File: config.mk
export PLATFORM = sky130hd
export DESIGN_NAME = cedfc_top
export DESIGN_NICKNAME = d
export VERILOG_FILES = /design/src/core/cedfc_pkg.sv /design/src/core/cedfc_crc15.sv /design/src/core/cedfc_top.sv
export VERILOG_INCLUDE_DIRS = /design/src /design/src/core
export SDC_FILE = /design/constraint.sdc
export NUM_CORES = 1
export LEC_CHECK = 0
export BUFFER_PORTS_ARGS = -buffer_cell sky130_fd_sc_hd__buf_2
export CORE_AREA = 3 3 161 124
export DETAILED_ROUTE_END_ITERATION = 10
export DIE_AREA = 0 0 164 127
export GPL_TIMING_DRIVEN = 0
export HOLD_SLACK_MARGIN = 0.03
export PLACE_DENSITY_LB_ADDON = 0.08
export SETUP_SLACK_MARGIN = 0.15
export SYNTH_ARGS = -nofsm -noshare
export SYNTH_HDL_FRONTEND = slang
export SYNTH_SLANG_ARGS = --single-unit
File: constraint.sdc
create_clock -name aclk -period 2.35 [get_ports aclk]
set_clock_uncertainty 0.15 [all_clocks]
set_input_delay 0.1175 -clock aclk [delete_from_list [all_inputs] [get_ports aclk]]
set_output_delay 0.1175 -clock aclk [all_outputs]
set_load 0.02 [all_outputs]
File: src/core/cedfc_params.svh
// constants of the can error detection and fault confinement block
`ifndef CEDFC_PARAMS_SVH
`define CEDFC_PARAMS_SVH

// ==========================================================
// register indices, byte address is four times the index
`define CEDFC_IDX_TX_CNT     8'h1C
`define CEDFC_IDX_RX_CNT     8'h1D
`define CEDFC_IDX_FLAGS      8'h2D
`define CEDFC_IDX_CTRL       8'h30

// ==========================================================
// error_state_flags and ctrl register bit positions
`define CEDFC_EF_RX1_OVR     7
`define CEDFC_EF_RX0_OVR     6
`define CEDFC_EF_BUS_OFF     5
`define CEDFC_EF_TX_PASSIVE  4
`define CEDFC_EF_RX_PASSIVE  3
`define CEDFC_EF_TX_WARN     2
`define CEDFC_EF_RX_WARN     1
`define CEDFC_EF_WARN        0
`define CEDFC_CTRL_HOLD      0

// ==========================================================
// reset values
`define CEDFC_TX_CNT_RST     9'h000
`define CEDFC_RX_CNT_RST     8'h00
`define CEDFC_CTRL_RST       1'b0

// ==========================================================
// fault confinement limits, stuff run limit and check sequence polynomial
`define CEDFC_WARN_LIMIT     9'h060
`define CEDFC_PASSIVE_LIMIT  9'h080
`define CEDFC_BUSOFF_LIMIT   9'h100
`define CEDFC_TX_STEP        9'h008
`define CEDFC_TX_SAT         9'h0F8
`define CEDFC_RX_MAX         8'hFF
`define CEDFC_RX_RESYNC      8'h78
`define CEDFC_STUFF_LIMIT    3'h6
`define CEDFC_RECOV_RUN      11
`define CEDFC_RECOV_COUNT    128
`define CEDFC_CRC_POLY       15'h4599

// ==========================================================
// axi responses
`define CEDFC_RESP_OKAY      2'h0
`define CEDFC_RESP_SLVERR    2'h2

`endif

File: src/core/cedfc_pkg.sv
// types of the can error detection and fault confinement block
package cedfc_pkg;

	// ==========================================================
	// frame field reported by the bit sequencer
	typedef enum logic [3:0] {
		CEDFC_FLD_IDLE      = 4'h0,
		CEDFC_FLD_SOF       = 4'h1,
		CEDFC_FLD_ARB       = 4'h2,
		CEDFC_FLD_CTRL      = 4'h3,
		CEDFC_FLD_DATA      = 4'h4,
		CEDFC_FLD_CRC       = 4'h5,
		CEDFC_FLD_CRC_DELIM = 4'h6,
		CEDFC_FLD_ACK_SLOT  = 4'h7,
		CEDFC_FLD_ACK_DELIM = 4'h8,
		CEDFC_FLD_EOF       = 4'h9,
		CEDFC_FLD_IFS       = 4'hA,
		CEDFC_FLD_ERR_FRAME = 4'hB
	} cedfc_field_t;

	// ==========================================================
	// fault confinement state, gray along active-passive-busoff
	typedef enum logic [1:0] {
		CEDFC_ACTIVE  = 2'h0,
		CEDFC_PASSIVE = 2'h1,
		CEDFC_BUSOFF  = 2'h3
	} cedfc_fault_t;

	// ==========================================================
	// error kind, one flag per kind, several can be set at once
	typedef struct packed {
		logic crc;
		logic ack;
		logic form;
		logic bit_err;
		logic stuff;
	} cedfc_err_kind_t;

	// ==========================================================
	// all state of the top module except the check sequence, which cedfc_crc15 holds
	typedef struct packed {
		cedfc_fault_t    fault;
		logic [8:0]      transmit_error_count;
		logic [7:0]      receive_error_count;
		logic            rx1_ovr;
		logic            rx0_ovr;
		logic            hold;
		logic [2:0]      run;
		logic            last_bit;
		logic [3:0]      recov_run;
		logic [7:0]      recov_cnt;
		logic            err_start;
		logic            err_dom;
		logic            tx_abort;
		cedfc_err_kind_t err_kind;
		logic            aw_got;
		logic            w_got;
		logic [7:0]      aw_idx;
		logic [7:0]      wdata;
		logic            wstrb0;
		logic            awready;
		logic            wready;
		logic            bvalid;
		logic [1:0]      bresp;
		logic            arready;
		logic            rvalid;
		logic [1:0]      rresp;
		logic [7:0]      rdata;
	} cedfc_state_t;

	// ==========================================================
	// state of the check sequence generator
	typedef struct packed {
		logic [14:0] crc;
	} cedfc_crc_state_t;

endpackage : cedfc_pkg

File: src/core/cedfc_crc15.sv
// can check sequence generator, fifteen bit polynomial
`timescale 1ns/10ps
`default_nettype none
`include "cedfc_params.svh"

module cedfc_crc15 (
	input  wire logic        aclk,
	input  wire logic        aresetn,
	input  wire logic        ce,
	input  wire logic        clear,
	input  wire logic        shift,
	input  wire logic        din,
	output logic [14:0]      crc
);

	cedfc_pkg::cedfc_crc_state_t s_reg;
	cedfc_pkg::cedfc_crc_state_t s_next;
	logic                        fb;

	always_comb begin
		s_next = s_reg;
		fb     = din ^ s_reg.crc[14];
		if (clear) begin
			s_next.crc = 15'h0000;
		end else if (shift) begin
			s_next.crc = {s_reg.crc[13:0], 1'b0} ^ (fb ? `CEDFC_CRC_POLY : 15'h0000);
		end
	end

	always_ff @(posedge aclk) begin
		if (!aresetn) begin
			s_reg <= '0;
		end else if (ce) begin
			s_reg <= s_next;
		end
	end

	assign crc = s_reg.crc;

endmodule : cedfc_crc15
`default_nettype wire

File: src/core/cedfc_top.sv
// can error detection and fault confinement with axi4-lite registers
`timescale 1ns/10ps
`default_nettype none
`include "cedfc_params.svh"

module cedfc_top #(
	parameter int unsigned ADDR_W      = 12,
	parameter int unsigned RECOV_RUN   = `CEDFC_RECOV_RUN,
	parameter int unsigned RECOV_COUNT = `CEDFC_RECOV_COUNT
) (
	input  wire logic              aclk,
	input  wire logic              aresetn,
	input  wire logic              ce,
	// bit sequencer side
	input  wire logic              bit_strobe,
	input  wire logic              bus_rx_bit,
	input  wire logic              tx_bit,
	input  wire logic              transmitting,
	input  wire logic [3:0]        frame_field,
	input  wire logic              stuff_bit,
	input  wire logic              tx_frame_done,
	input  wire logic              rx_frame_done,
	input  wire logic              rx_store0,
	input  wire logic              rx_store1,
	input  wire logic              rx_buffer0_full_irq_flag,
	input  wire logic              rx_buffer1_full_irq_flag,
	output logic [14:0]            crc_seq,
	output logic                   error_frame_start,
	output logic                   error_flag_dominant,
	output logic                   tx_abort,
	output logic [4:0]             error_kind,
	output logic                   node_enable,
	output logic                   error_passive,
	output logic                   bus_off,
	// axi4-lite slave
	input  wire logic [ADDR_W-1:0] s_axi_awaddr,
	input  wire logic              s_axi_awvalid,
	output logic                   s_axi_awready,
	input  wire logic [31:0]       s_axi_wdata,
	input  wire logic [3:0]        s_axi_wstrb,
	input  wire logic              s_axi_wvalid,
	output logic                   s_axi_wready,
	output logic [1:0]             s_axi_bresp,
	output logic                   s_axi_bvalid,
	input  wire logic              s_axi_bready,
	input  wire logic [ADDR_W-1:0] s_axi_araddr,
	input  wire logic              s_axi_arvalid,
	output logic                   s_axi_arready,
	output logic [31:0]            s_axi_rdata,
	output logic [1:0]             s_axi_rresp,
	output logic                   s_axi_rvalid,
	input  wire logic              s_axi_rready
);

	cedfc_pkg::cedfc_state_t    r_reg;
	cedfc_pkg::cedfc_state_t    r_next;
	cedfc_pkg::cedfc_field_t    fld;
	cedfc_pkg::cedfc_err_kind_t kind;
	logic [14:0]                crc_val;
	logic                       crc_clear;
	logic                       crc_shift;
	logic                       in_stuffed;
	logic                       err_any;
	logic [8:0]                 tec_n;
	logic [7:0]                 rec_n;
	logic [7:0]                 error_state_flags;
	logic [7:0]                 ar_idx;
	logic                       wr_do;

	assign fld = cedfc_pkg::cedfc_field_t'(frame_field);

	// ==========================================================
	// check sequence
	// cleared at frame start; transmitter freezes it through the crc field
	assign crc_clear = bit_strobe && (fld == cedfc_pkg::CEDFC_FLD_SOF);
	assign crc_shift = bit_strobe && !stuff_bit && (r_reg.fault != cedfc_pkg::CEDFC_BUSOFF) &&
		((fld == cedfc_pkg::CEDFC_FLD_ARB) || (fld == cedfc_pkg::CEDFC_FLD_CTRL) ||
		(fld == cedfc_pkg::CEDFC_FLD_DATA) || ((fld == cedfc_pkg::CEDFC_FLD_CRC) && !transmitting));

	cedfc_crc15 u_crc (
		.aclk    (aclk),
		.aresetn (aresetn),
		.ce      (ce),
		.clear   (crc_clear),
		.shift   (crc_shift),
		.din     (bus_rx_bit),
		.crc     (crc_val)
	);

	assign in_stuffed = (fld == cedfc_pkg::CEDFC_FLD_SOF) || (fld == cedfc_pkg::CEDFC_FLD_ARB) ||
		(fld == cedfc_pkg::CEDFC_FLD_CTRL) || (fld == cedfc_pkg::CEDFC_FLD_DATA) ||
		(fld == cedfc_pkg::CEDFC_FLD_CRC);

	// ==========================================================
	// error detection
	always_comb begin
		kind       = '0;
		// remainder is zero when the received sequence matches
		kind.crc   = (fld == cedfc_pkg::CEDFC_FLD_CRC_DELIM) && !transmitting && (crc_val != 15'h0000);
		kind.ack   = (fld == cedfc_pkg::CEDFC_FLD_ACK_SLOT) && transmitting && bus_rx_bit;
		kind.form  = !bus_rx_bit && ((fld == cedfc_pkg::CEDFC_FLD_CRC_DELIM) ||
			(fld == cedfc_pkg::CEDFC_FLD_ACK_DELIM) || (fld == cedfc_pkg::CEDFC_FLD_EOF) ||
			(fld == cedfc_pkg::CEDFC_FLD_IFS));
		kind.bit_err = transmitting && (bus_rx_bit != tx_bit) && (fld != cedfc_pkg::CEDFC_FLD_IDLE) &&
			(fld != cedfc_pkg::CEDFC_FLD_ERR_FRAME) &&
			!(tx_bit && !bus_rx_bit && ((fld == cedfc_pkg::CEDFC_FLD_ARB) ||
			(fld == cedfc_pkg::CEDFC_FLD_ACK_SLOT)));
		kind.stuff = in_stuffed && (fld != cedfc_pkg::CEDFC_FLD_SOF) && (bus_rx_bit == r_reg.last_bit) &&
			(r_reg.run == `CEDFC_STUFF_LIMIT - 3'h1);
		if (!bit_strobe || (r_reg.fault == cedfc_pkg::CEDFC_BUSOFF)) begin
			kind = '0;
		end
	end

	assign err_any = |kind;

	// ==========================================================
	// error counters
	always_comb begin
		tec_n = r_reg.transmit_error_count;
		rec_n = r_reg.receive_error_count;
		if (r_reg.fault != cedfc_pkg::CEDFC_BUSOFF) begin
			if (err_any && transmitting) begin
				tec_n = (r_reg.transmit_error_count >= `CEDFC_TX_SAT) ? `CEDFC_BUSOFF_LIMIT : r_reg.transmit_error_count + `CEDFC_TX_STEP;
			end else if (err_any) begin
				rec_n = (r_reg.receive_error_count == `CEDFC_RX_MAX) ? r_reg.receive_error_count : r_reg.receive_error_count + 8'h01;
			end else if (tx_frame_done && (r_reg.transmit_error_count != 9'h000)) begin
				tec_n = r_reg.transmit_error_count - 9'h001;
			end else if (rx_frame_done) begin
				if (r_reg.receive_error_count >= `CEDFC_PASSIVE_LIMIT) begin
					rec_n = `CEDFC_RX_RESYNC;
				end else if (r_reg.receive_error_count != 8'h00) begin
					rec_n = r_reg.receive_error_count - 8'h01;
				end
			end
		end
	end

	// ==========================================================
	// error flag register view
	always_comb begin
		error_state_flags                        = 8'h00;
		error_state_flags[`CEDFC_EF_RX1_OVR]     = r_reg.rx1_ovr;
		error_state_flags[`CEDFC_EF_RX0_OVR]     = r_reg.rx0_ovr;
		error_state_flags[`CEDFC_EF_BUS_OFF]     = (r_reg.fault == cedfc_pkg::CEDFC_BUSOFF);
		error_state_flags[`CEDFC_EF_TX_PASSIVE]  = (r_reg.transmit_error_count >= `CEDFC_PASSIVE_LIMIT);
		error_state_flags[`CEDFC_EF_RX_PASSIVE]  = ({1'b0, r_reg.receive_error_count} >= `CEDFC_PASSIVE_LIMIT);
		error_state_flags[`CEDFC_EF_TX_WARN]     = (r_reg.transmit_error_count >= `CEDFC_WARN_LIMIT);
		error_state_flags[`CEDFC_EF_RX_WARN]     = ({1'b0, r_reg.receive_error_count} >= `CEDFC_WARN_LIMIT);
		error_state_flags[`CEDFC_EF_WARN]        = error_state_flags[`CEDFC_EF_TX_WARN] || error_state_flags[`CEDFC_EF_RX_WARN];
	end

	assign ar_idx = s_axi_araddr[9:2];
	assign wr_do  = r_reg.aw_got && r_reg.w_got && !r_reg.bvalid;

	// ==========================================================
	// next state
	always_comb begin
		r_next           = r_reg;
		r_next.err_start = 1'b0;
		r_next.tx_abort  = 1'b0;
		r_next.err_kind  = '0;
		r_next.transmit_error_count       = tec_n;
		r_next.receive_error_count       = rec_n;

		// stuff run length over raw bus bits
		if (bit_strobe) begin
			r_next.last_bit = bus_rx_bit;
			if (!in_stuffed || (fld == cedfc_pkg::CEDFC_FLD_SOF) || (bus_rx_bit != r_reg.last_bit)) begin
				r_next.run = 3'h1;
			end else if (r_reg.run != `CEDFC_STUFF_LIMIT) begin
				r_next.run = r_reg.run + 3'h1;
			end
		end

		// error frame request, flag type taken from state at the error
		if (err_any) begin
			r_next.err_start = 1'b1;
			r_next.err_kind  = kind;
			r_next.tx_abort  = transmitting;
			r_next.err_dom   = (r_reg.fault == cedfc_pkg::CEDFC_ACTIVE);
		end

		// fault confinement
		unique case (r_reg.fault)
			cedfc_pkg::CEDFC_ACTIVE, cedfc_pkg::CEDFC_PASSIVE: begin
				r_next.recov_run = 4'h0;
				r_next.recov_cnt = 8'h00;
				if (tec_n >= `CEDFC_BUSOFF_LIMIT) begin
					r_next.fault = cedfc_pkg::CEDFC_BUSOFF;
				end else if ((tec_n >= `CEDFC_PASSIVE_LIMIT) || ({1'b0, rec_n} >= `CEDFC_PASSIVE_LIMIT)) begin
					r_next.fault = cedfc_pkg::CEDFC_PASSIVE;
				end else begin
					r_next.fault = cedfc_pkg::CEDFC_ACTIVE;
				end
			end
			cedfc_pkg::CEDFC_BUSOFF: begin
				if (bit_strobe) begin
					if (!bus_rx_bit) begin
						r_next.recov_run = 4'h0;
					end else if (r_reg.recov_run == 4'(RECOV_RUN - 1)) begin
						r_next.recov_run = 4'h0;
						if (r_reg.recov_cnt != 8'(RECOV_COUNT)) begin
							r_next.recov_cnt = r_reg.recov_cnt + 8'h01;
						end
					end else begin
						r_next.recov_run = r_reg.recov_run + 4'h1;
					end
				end
				if ((r_reg.recov_cnt == 8'(RECOV_COUNT)) && !r_reg.hold) begin
					r_next.fault = cedfc_pkg::CEDFC_ACTIVE;
					r_next.transmit_error_count   = `CEDFC_TX_CNT_RST;
					r_next.receive_error_count   = `CEDFC_RX_CNT_RST;
				end
			end
			default: begin
				r_next.fault = cedfc_pkg::CEDFC_BUSOFF;
			end
		endcase

		// write channels taken in either order
		if (s_axi_awvalid && r_reg.awready) begin
			r_next.aw_got = 1'b1;
			r_next.aw_idx = s_axi_awaddr[9:2];
		end
		if (s_axi_wvalid && r_reg.wready) begin
			r_next.w_got  = 1'b1;
			r_next.wdata  = s_axi_wdata[7:0];
			r_next.wstrb0 = s_axi_wstrb[0];
		end
		if (wr_do) begin
			r_next.aw_got = 1'b0;
			r_next.w_got  = 1'b0;
			r_next.bvalid = 1'b1;
			r_next.bresp  = `CEDFC_RESP_OKAY;
			if (r_reg.aw_idx == `CEDFC_IDX_FLAGS) begin
				if (r_reg.wstrb0) begin
					// writing zero clears an overflow flag, writing one keeps it
					r_next.rx1_ovr = r_reg.rx1_ovr && r_reg.wdata[`CEDFC_EF_RX1_OVR];
					r_next.rx0_ovr = r_reg.rx0_ovr && r_reg.wdata[`CEDFC_EF_RX0_OVR];
				end
			end else if (r_reg.aw_idx == `CEDFC_IDX_CTRL) begin
				if (r_reg.wstrb0) begin
					r_next.hold = r_reg.wdata[`CEDFC_CTRL_HOLD];
				end
			end else if ((r_reg.aw_idx != `CEDFC_IDX_TX_CNT) && (r_reg.aw_idx != `CEDFC_IDX_RX_CNT)) begin
				r_next.bresp = `CEDFC_RESP_SLVERR;
			end
		end
		if (r_reg.bvalid && s_axi_bready) begin
			r_next.bvalid = 1'b0;
		end
		r_next.awready = !r_next.aw_got && !r_next.bvalid;
		r_next.wready  = !r_next.w_got && !r_next.bvalid;

		// overflow set after the host write so that set wins
		if (rx_store1 && rx_buffer1_full_irq_flag && (r_reg.fault != cedfc_pkg::CEDFC_BUSOFF)) begin
			r_next.rx1_ovr = 1'b1;
		end
		if (rx_store0 && rx_buffer0_full_irq_flag && (r_reg.fault != cedfc_pkg::CEDFC_BUSOFF)) begin
			r_next.rx0_ovr = 1'b1;
		end

		// read channel
		if (s_axi_arvalid && r_reg.arready) begin
			r_next.rvalid = 1'b1;
			r_next.rresp  = `CEDFC_RESP_OKAY;
			unique case (ar_idx)
				`CEDFC_IDX_TX_CNT: r_next.rdata = r_reg.transmit_error_count[7:0];
				`CEDFC_IDX_RX_CNT: r_next.rdata = r_reg.receive_error_count;
				`CEDFC_IDX_FLAGS:  r_next.rdata = error_state_flags;
				`CEDFC_IDX_CTRL: r_next.rdata = {7'h00, r_reg.hold};
				default: begin
					r_next.rdata = 8'h00;
					r_next.rresp = `CEDFC_RESP_SLVERR;
				end
			endcase
		end else if (r_reg.rvalid && s_axi_rready) begin
			r_next.rvalid = 1'b0;
		end
		r_next.arready = !r_next.rvalid;
	end

	// ==========================================================
	// state register
	always_ff @(posedge aclk) begin
		if (!aresetn) begin
			r_reg       <= '0;
			r_reg.fault <= cedfc_pkg::CEDFC_ACTIVE;
			r_reg.transmit_error_count   <= `CEDFC_TX_CNT_RST;
			r_reg.receive_error_count   <= `CEDFC_RX_CNT_RST;
			r_reg.hold  <= `CEDFC_CTRL_RST;
		end else if (ce) begin
			r_reg <= r_next;
		end
	end

	// ==========================================================
	// outputs
	assign crc_seq             = crc_val;
	assign error_frame_start   = r_reg.err_start;
	assign error_flag_dominant = r_reg.err_dom;
	assign tx_abort            = r_reg.tx_abort;
	assign error_kind          = r_reg.err_kind;
	assign node_enable         = (r_reg.fault != cedfc_pkg::CEDFC_BUSOFF);
	assign error_passive       = (r_reg.fault == cedfc_pkg::CEDFC_PASSIVE);
	assign bus_off             = r_reg.fault[1];
	assign s_axi_awready       = r_reg.awready;
	assign s_axi_wready        = r_reg.wready;
	assign s_axi_bvalid        = r_reg.bvalid;
	assign s_axi_bresp         = r_reg.bresp;
	assign s_axi_arready       = r_reg.arready;
	assign s_axi_rvalid        = r_reg.rvalid;
	assign s_axi_rresp         = r_reg.rresp;
	assign s_axi_rdata         = {24'h000000, r_reg.rdata};

endmodule : cedfc_top
`default_nettype wire

==> results_dict.tcl, run 1 <==
set metrics [dict create \
    wl_met2_um 8560 \
    status "finished with violations" \
    wirelength_um 20000 \
    largest_reg_flops 49 \
    worst_path_largest_cell_delay_ps 400 \
    critical_path_buf_inv_count 3 \
    synth_top_cell_area_share 0.327 \
    crit_required_ps 2480 \
    violations "negative setup slack" \
    synth_top_area_cell "dfxtp_1" \
    synth_area_leaders "dfxtp_1 (33%), a21oi_1 (6.2%), buf_4 (5.7%), nand2_1 (5.1%), nor2_1 (4.3%)" \
    highest_layer "met4" \
    viasPerCell 5.14 \
    worst-r2r-setup-slack_ps -140 \
    grt_pass1_wl_um 30400 \
    yosys_most_used_dff "dfxtp_1" \
    area_delta_synth_final_pct 43.1 \
    path_delay_family "compound AO/OA/AOI/OAI gates" \
    initial_core_util 0.299 \
    synth_warnings 0 \
    antenna_found_initial 0 \
    io_pins 150 \
    clock_latency_ps 350 \
    fin_nets 1001 \
    fin_crit_ps 2490 \
    crit_arrival_ps 2620 \
    synth_area_um2 5510 \
    grt_max_degree 16 \
    pre_cts_slack_ps -444 \
    synth_common_cells "dfxtp_1 (90), nand2_1 (75), a21oi_1 (68)" \
    finalHoldViolations 0 \
    p_leak_nw 3.23 \
    slew_headroom 0.444 \
    power.density_nw_per_um2 719 \
    rsz0062_at_grt "yes" \
    path_depth 11 \
    hpwl_um 14000 \
    die_x_um 164 \
    worstHoldEndpoint "s_axi_rresp[1]$_SDFFE_PN0P_" \
    hold_slack_ps 48.7 \
    diodes 0 \
    ir_drop_v 0.000530 \
    rows 43 \
    ys_ff_latch 90 \
    grt_pass1_vias 5502 \
    critical_path_peak_fanout 8 \
    drtIter0Drc 414 \
    path_clk_slew_ps 70 \
    dieArea_um2 20800 \
    drive_gt1_frac 0.333 \
    async_flop_share 0 \
    ff2ff_path_depth 11 \
    drc 0 \
    critPathKind "reg2reg" \
    cp-start-kind "register" \
    timing.fmax_mhz 401 \
    path_cells "inv_2 -> ha_4 -> or3b_4 -> buf_6 -> o41a_1 -> buf_6 -> nand3_2 -> or3_4 -> nor2_1 -> o32a_1 -> a31oi_1" \
    crit_slowest_cell "or3b_4" \
    cts_tree "built" \
    overflow 0 \
    cts_root_buf "clkbuf_16" \
    max-cap-violations 0 \
    slew_viol_final 0 \
    vias 5937 \
    postRouteAntennaNets 0 \
    hold_start "s_axi_araddr[7]" \
    drt_first_pass_iters 5 \
    end_kind "register" \
    core_area_um2 18500 \
    yosysMostFrequentCell "dfxtp_1" \
    h-tree-depth 3 \
    wl_per_cell_um 17.3 \
    cts_num_sinks 90 \
    synth-edff-count 0 \
    wl_met3_um 1530 \
    rr_endpoint "r_reg[80]$_SDFFE_PN0P_" \
    setup_ws_ps -144 \
    place_congestion 0.891 \
    cpMostUsedCell "buf_6" \
    fin_crit_sh 1.06 \
    r2r-start "r_reg[72]$_SDFFE_PN0P_" \
    setup_violations 15 \
    tightest_slew_ps 828 \
    clk_path_buf_depth 2 \
    grt.total_usage 0.186 \
    avgSynthCellArea_um2 7.80 \
    hold_depth 4 \
    numCtsBuffers 9 \
    power_mw 5.67 \
    synthDistinctLibCells 78 \
    wl_met1_um 9580 \
    die_h_um 127 \
    hold_path.class "in2reg" \
    port_buffers 80 \
    synthCells 707 \
    yosysSeqAreaShare 0.327 \
]
## report_power, final
group	switching, mW	internal, mW	total [mW]	leakage (nW)
combinational	1.23	1.10	2.33	2.34
sequential	0.0807	1.62	1.70	0.735
clock	0.673	0.970	1.64	0.154
## layout make-up
class | count | area (um2)
fill | 1870 | 10600
multi-input combinational | 534 | 3650
sequential | 90 | 1820
timing repair buffer | 161 | 1140
buffer | 81 | 543
tap | 247 | 309
clock buffer | 11 | 243
inverter | 27 | 104
clock inverter | 5 | 86.3
## timing repair
item / CTS / global route
resized for setup: 54 / 59
setup buffers: 30 / 24
hold buffers: 25 / 1
setup endpoints to repair: 39 / 44
hold endpoints to repair: 23 / 1
pin swaps: 26 / 31
cloned: 1 / 0
## metrics by stage
step / util / instance area (um2) / TNS (ps) / std cells
6_report: 0.427 / 7890 / -1210 / 1156
5_1_grt: 0.427 / 7890 / -2720 / 1156
4_1_cts: 0.405 / 7480 / -1130 / 1131
3_5_place_dp: 0.348 / 6430 / -7710 / 1059
3_3_place_gp: 0.348 / 6430 / -7650 / 1059
2_1_floorplan: - / 5720 / 0 / 732
## routing by layer
layer / vias to the layer above / track usage
li1: 2877 / -
met5: - / 0
met3: 19 / 0.0470
met1: 2807 / 0.271
met4: 0 / 0.0353
met2: 234 / 0.278
## how the worst max path moves through the flow
stage	slack (ps)	from	end
2_1_floorplan	10	r_reg[72]$_SDFFE_PN0P_	r_reg[63]$_SDFFE_PN0P_
3_3_place_gp	-460	bus_rx_bit	r_reg[64]$_SDFFE_PN0P_
3_5_place_dp	-440	bus_rx_bit	r_reg[64]$_SDFFE_PN0P_
4_1_cts	-180	r_reg[71]$_SDFFE_PN0P_	r_reg[64]$_SDFFE_PN0P_
5_1_grt	-220	r_reg[71]$_SDFFE_PN0P_	r_reg[68]$_SDFFE_PN0P_
6_report	-140	r_reg[72]$_SDFFE_PN0P_	r_reg[80]$_SDFFE_PN0P_
## cell families (layout without fill, tap and decap cells)
| logic type | count (synthesis) | after routing | share of synthesized area |
|---|---|---|---|
| AND/OR/NAND/NOR | 275 | 275 | 0.248 |
| AO/OA/AOI/OAI | 179 | 179 | 0.216 |
| buffers and inverters | 108 | 285 | 0.108 |
| flip-flops | 90 | 90 | 0.327 |
| multiplexers | 22 | 22 | 0.0400 |
| XOR/XNOR | 18 | 18 | 0.0286 |
| adder cells (fa/ha/maj) | 14 | 14 | 0.0318 |
| other | 1 | 26 | 0.000680 |
## worst register-to-register path: stages (launching register included)
cell and delay, ps:
dfxtp_2 340, inv_2 80, ha_4 130, or3b_4 400, buf_6 140, o41a_1 320
buf_6 160, nand3_2 90, or3_4 140, nor2_1 40, o32a_1 310, a31oi_1 130
## cell usage in the layout, fill, tap and decap left out, types with 15 or more instances in the layout
| master | n |
|---|---|
| a21oi_1 | 63 |
| buf_2 | 87 |
| buf_4 | 87 |
| buf_6 | 16 |
| conb_1 | 26 |
| dfxtp_1 | 81 |
| dlygate4sd3_1 | 26 |
| inv_1 | 22 |
| mux2i_1 | 22 |
| nand2_1 | 72 |
| nand3_1 | 41 |
| nor2_1 | 59 |
| o21ai_0 | 15 |
(Power assumes the default switching activity.)
==> run 2, diff against run 1 <==
--- a/config.mk
+++ b/config.mk
@@ -7,9 +7,9 @@
 export NUM_CORES = 1
 export LEC_CHECK = 0
 export BUFFER_PORTS_ARGS = -buffer_cell sky130_fd_sc_hd__buf_2
-export CORE_AREA = 3 3 161 124
+export CORE_AREA = 3 3 128 99
 export DETAILED_ROUTE_END_ITERATION = 10
-export DIE_AREA = 0 0 164 127
+export DIE_AREA = 0 0 131 102
 export GPL_TIMING_DRIVEN = 0
 export HOLD_SLACK_MARGIN = 0.03
 export PLACE_DENSITY_LB_ADDON = 0.08
==> run 2 against run 1 <==
Effect of this change:
- the flow still finishes with violations (negative setup slack)
- global-route usage up 8.5 points
- die area down 36%
- sequential power about the same
- non-clock buffer count down 11
- critical path depth down 1
- maximum frequency down 0.58%
- worst hold slack worse by 7.7 ps
- largest cell class unchanged
- largest power group unchanged
- highest routed layer unchanged
==> results_dict.tcl, run 2 (synthesized netlist as in run 1, its figures left out) <==
set metrics [dict create \
    worst_path_largest_cell_delay_ps 400 \
    final_cell_mix "buf_2 (88), dfxtp_1 (86), buf_4 (79), nand2_1 (73), a21oi_1 (62)" \
    p_leak_nw 3.17 \
    place_congestion 0.939 \
    wl_met1_um 8560 \
    path_clk_slew_ps 70 \
    antenna_found_initial 0 \
    fin_crit_ps 2510 \
    port_buffers 80 \
    critical_path_peak_fanout 6 \
    utilization 0.661 \
    fin_crit_sh 1.07 \
    power.density_nw_per_um2 704 \
    path_cells "inv_2 -> ha_4 -> or3b_4 -> o41ai_4 -> and2_4 -> buf_6 -> nand2_4 -> or3_4 -> o221ai_2 -> a32o_2" \
    pre_cts_slack_ps -316 \
    violations "negative setup slack" \
    drc 0 \
    timing.fmax_mhz 399 \
    largest_reg_flops 49 \
    fin_setup_tns_ps -1310 \
    diodes 0 \
    grt.total_usage 0.271 \
    vias 6043 \
    rows 34 \
    finalHoldViolations 0 \
    setup_ws_ps -159 \
    wl_met2_um 7980 \
    slew_headroom 0.479 \
    drt_first_pass_iters 5 \
    n_fill_cell 1000 \
    grt_pass1_vias 5586 \
    ir_drop_v 0.000426 \
    area_delta_synth_final_pct 38.2 \
    overflow 0 \
    slew_viol_final 0 \
    hpwl_um 12600 \
    wl_met3_um 1620 \
    io_pins 150 \
    hold_path.class "in2reg" \
    seqCellArea_um2 1810 \
    grt_pass1_wl_um 28600 \
    critPathKind "reg2reg" \
    die_h_um 102 \
    crit_slowest_cell "or3b_4" \
    cts_root_buf "clkbuf_16" \
    core_area_um2 11500 \
    crit_required_ps 2490 \
    highest_layer "met4" \
    die_x_um 131 \
    viasPerCell 5.70 \
    fin_nets 990 \
    h-tree-depth 3 \
    dieArea_um2 13400 \
    cts_tree "built" \
    layout_commonest_cell "buf_2" \
    wirelength_um 18400 \
    grt_max_degree 16 \
    dp.cells 974 \
    max-cap-violations 0 \
    cts_num_sinks 90 \
    wl_per_cell_um 17.4 \
    multi_input_area_um2 3610 \
    cp-start-kind "register" \
    rsz0062_at_grt "yes" \
    end_kind "register" \
    numCtsBuffers 9 \
    clk_path_buf_depth 2 \
    postRouteAntennaNets 0 \
    status "finished with violations" \
    setup_violations 16 \
    drive_gt1_frac 0.317 \
    drtIter0Drc 601 \
    initial_core_util 0.478 \
    stdcell_area_um2 7610 \
    hold_slack_ps 40.9 \
    clock_latency_ps 340 \
    power_mw 5.36 \
    placed_area_um2 6320 \
    tightest_slew_ps 776 \
    crit_arrival_ps 2650 \
    instances_no_fill 1060 \
]
## run 2: per-layer routing
metal  vias to the layer above  global-route usage
met3                        33              0.0643
met1                      2880               0.390
met5                         -                   0
met4                         0              0.0490
met2                       288               0.419
li1                       2842                   -
## run 2: layout make-up
cell class	count	share of cell area
clock inverter	6	0.00854
inverter	27	0.0141
timing repair buffer	150	0.135
clock buffer	10	0.0314
multi-input combinational	534	0.474
sequential	90	0.238
buffer	81	0.0728
tap	162	0.0266
## run 2: power breakdown
group          total (mW)  leakage (nW)  internal [mW]  switching (mW)
Sequential           1.70         0.732           1.62          0.0803
Combinational        2.17          2.29          0.988            1.19
Clock                1.49         0.149          0.856           0.634
Total                5.36          3.17           3.46            1.90
## run 2: critical path: cells and delay by family, from the launching register on
| kind | cells | cell delay [ps] |
|---|---|---|
| AOI/OAI and AO/OA | 3 | 630 |
| adders and majority gates | 1 | 130 |
| and+or+nand+nor | 4 | 1010 |
| buffers and inverters | 2 | 190 |
| DFF | 1 | 340 |
## run 2: worst paths after layout
kind / startpoint / end / slack (ps) / depth (start not counted)
min reg2reg: r_reg[33]$_SDFFE_PN0P_ / r_reg[33]$_SDFFE_PN0P_ / 310 / 2
max reg2reg: r_reg[72]$_SDFFE_PN0P_ / r_reg[64]$_SDFFE_PN0P_ / -160 / 10
max: r_reg[72]$_SDFFE_PN0P_ / r_reg[64]$_SDFFE_PN0P_ / -160 / 10
min: bit_strobe / r_reg[59]$_SDFFE_PN0P_ / 40 / 3
## run 2: timing repair
action	in CTS	in global routing
hold buffers	26	0
resized for setup	52	53
gates cloned	0	1
buffers inserted	23	20
hold endpoints to repair	23	0
endpoints found under the setup margin	39	40
pin swaps	32	31
==> run 3, diff against run 2 <==
--- a/config.mk
+++ b/config.mk
@@ -6,7 +6,7 @@
 export SDC_FILE = /design/constraint.sdc
 export NUM_CORES = 1
 export LEC_CHECK = 0
-export BUFFER_PORTS_ARGS = -buffer_cell sky130_fd_sc_hd__buf_2
+export BUFFER_PORTS_ARGS = -buffer_cell sky130_fd_sc_hd__buf_4
 export CORE_AREA = 3 3 128 99
 export DETAILED_ROUTE_END_ITERATION = 10
 export DIE_AREA = 0 0 131 102
==> run 3 against run 2 <==
Effect of this change:
- the run still ends with negative setup slack left
- sequential power hardly changed
- wire length is 1.2% higher
- total power is 0.22% lower
- cell area is 3.6% higher
- cell count is 0.28% higher
- first-iteration DRC count is 1.7% higher
- sequential cell count stayed put
- via count hardly changed
- worst hold slack worse by 1.8 ps
- global-route usage is 0.13 points lower
- largest power group unchanged
- highest routed layer unchanged
==> results_dict.tcl, run 3 (synthesized netlist as in run 1, its figures left out) <==
set metrics [dict create \
    path_clk_slew_ps 70 \
    swShare 0.354 \
    largest_reg_flops 49 \
    cts_tree "built" \
    power_frac_seq 0.317 \
    viasPerCell 5.68 \
    grt_pass1_wl_um 28500 \
    pre_cts_slack_ps -330 \
    postRouteAntennaNets 0 \
    clk_path_buf_depth 2 \
    diodes 0 \
    power_frac_clock 0.279 \
    finalHoldViolations 0 \
    hold_slack_ps 39.1 \
    status "finished with violations" \
    switching_power_mw 1.90 \
    initial_core_util 0.478 \
    place_congestion 0.912 \
    vias 6042 \
    hold_path.class "in2reg" \
    p_int_mw 3.45 \
    port_buffers 80 \
    hpwl_um 12800 \
    ir_drop_v 0.000431 \
    final_cell_mix "buf_4 (160), dfxtp_1 (80), nand2_1 (73), a21oi_1 (59), nor2_1 (58)" \
    p_leak_nw 3.22 \
    setup_ws_ps -94.3 \
    io_pins 150 \
    comb_power_share 0.404 \
    power.density_nw_per_um2 678 \
    overflow 0 \
    rows 34 \
    slew_viol_final 0 \
    numCtsBuffers 9 \
    dp.cells 974 \
    grt_max_degree 17 \
    slew_headroom 0.420 \
    cts_num_sinks 90 \
    fin_crit_sh 1.04 \
    antenna_found_initial 0 \
    drive_gt1_frac 0.332 \
    seqCellArea_um2 1820 \
    critical_path_peak_fanout 5 \
    crit_required_ps 2430 \
    crit_arrival_ps 2530 \
    cp-start-kind "register" \
    grt_pass1_vias 5530 \
    drc 0 \
    instances_no_fill 1063 \
    timing.fmax_mhz 409 \
    violations "negative setup slack" \
    drtIter0Drc 611 \
    rsz0062_at_grt "yes" \
    critPathKind "reg2reg" \
    n_fill_cell 970 \
    end_kind "register" \
    fin_nets 993 \
    core_area_um2 11500 \
    wirelength_um 18700 \
    die_h_um 102 \
    h-tree-depth 3 \
    setup_violations 10 \
    wl_per_cell_um 17.6 \
    clock_latency_ps 340 \
    dieArea_um2 13400 \
    cts_root_buf "clkbuf_16" \
    area_delta_synth_final_pct 43.1 \
    max-cap-violations 0 \
    tightest_slew_ps 864 \
    multi_input_area_um2 3640 \
    fin_crit_ps 2440 \
    grt.total_usage 0.269 \
    drt_first_pass_iters 5 \
    layout_commonest_cell "buf_4" \
    die_x_um 131 \
]
==> run 3: metrics by stage <==
stage	TNS (ps)	instance area [um2]	utilization	total power, mW
after floorplan	0	5720	-	2.91
after global placement	-4960	6520	0.566	3.30
after detailed placement	-5750	6520	0.566	3.32
after CTS	-845	7450	0.646	5.05
after global routing	-1340	7890	0.684	5.58
final	-404	7890	0.684	5.35
==> run 3: what timing repair did <==
| action | 4_1_cts | 5_1_grt |
|---|---|---|
| pin swaps | 18 | 35 |
| hold buffers | 25 | 1 |
| gates resized for setup | 49 | 68 |
| cloned | 1 | 1 |
| setup endpoints to repair | 39 | 65 |
| hold endpoints to repair | 25 | 1 |
| setup buffers | 24 | 22 |
==> run 3: layout make-up <==
class	count	share of cell area
Clock inverter	7	0.00984
Tap cell	162	0.0257
Clock buffer	9	0.0286
Buffer	81	0.0704
Multi-Input combinational cell	534	0.461
Sequential cell	90	0.231
Timing Repair Buffer	153	0.160
Inverter	27	0.0133
==> run 3: power groups by stage <==
stage	Combinational [mW]	Clock (mW)	Sequential, mW
after floorplan	1.19	0	1.71
after global placement	1.58	0	1.72
after detailed placement	1.59	0	1.73
after CTS	1.86	1.50	1.69
after global routing	2.30	1.57	1.71
final	2.16	1.49	1.70
==> run 3: worst max-delay path: stages (launching register included) <==
cell	delay (ps)
dfxtp_2	330
inv_2	70
ha_4	120
or3b_4	400
o41ai_4	300
and2_1	200
buf_6	130
nand3_2	70
a211oi_2	260
a21oi_1	70
a32o_2	230
==> run 3: metal layers <==
layer,wire length (um),vias to the layer above,track usage
met5,0,-,0
met1,8630,2852,0.397
met2,8160,311,0.410
li1,-,2848,-
met4,270,0,0.0577
met3,1610,31,0.0533
==> run 3: worst paths after layout <==
check                         start                     endpoint  slack (ps)  depth (start not counted)
min reg2reg  r_reg[32]$_SDFFE_PN0P_       r_reg[32]$_SDFFE_PN0P_         310                          2
max reg2reg  r_reg[71]$_SDFFE_PN0P_       r_reg[67]$_SDFFE_PN0P_         -90                         10
min                 s_axi_araddr[7]  s_axi_rresp[1]$_SDFFE_PN0P_          40                          4
max          r_reg[71]$_SDFFE_PN0P_       r_reg[67]$_SDFFE_PN0P_         -90                         10
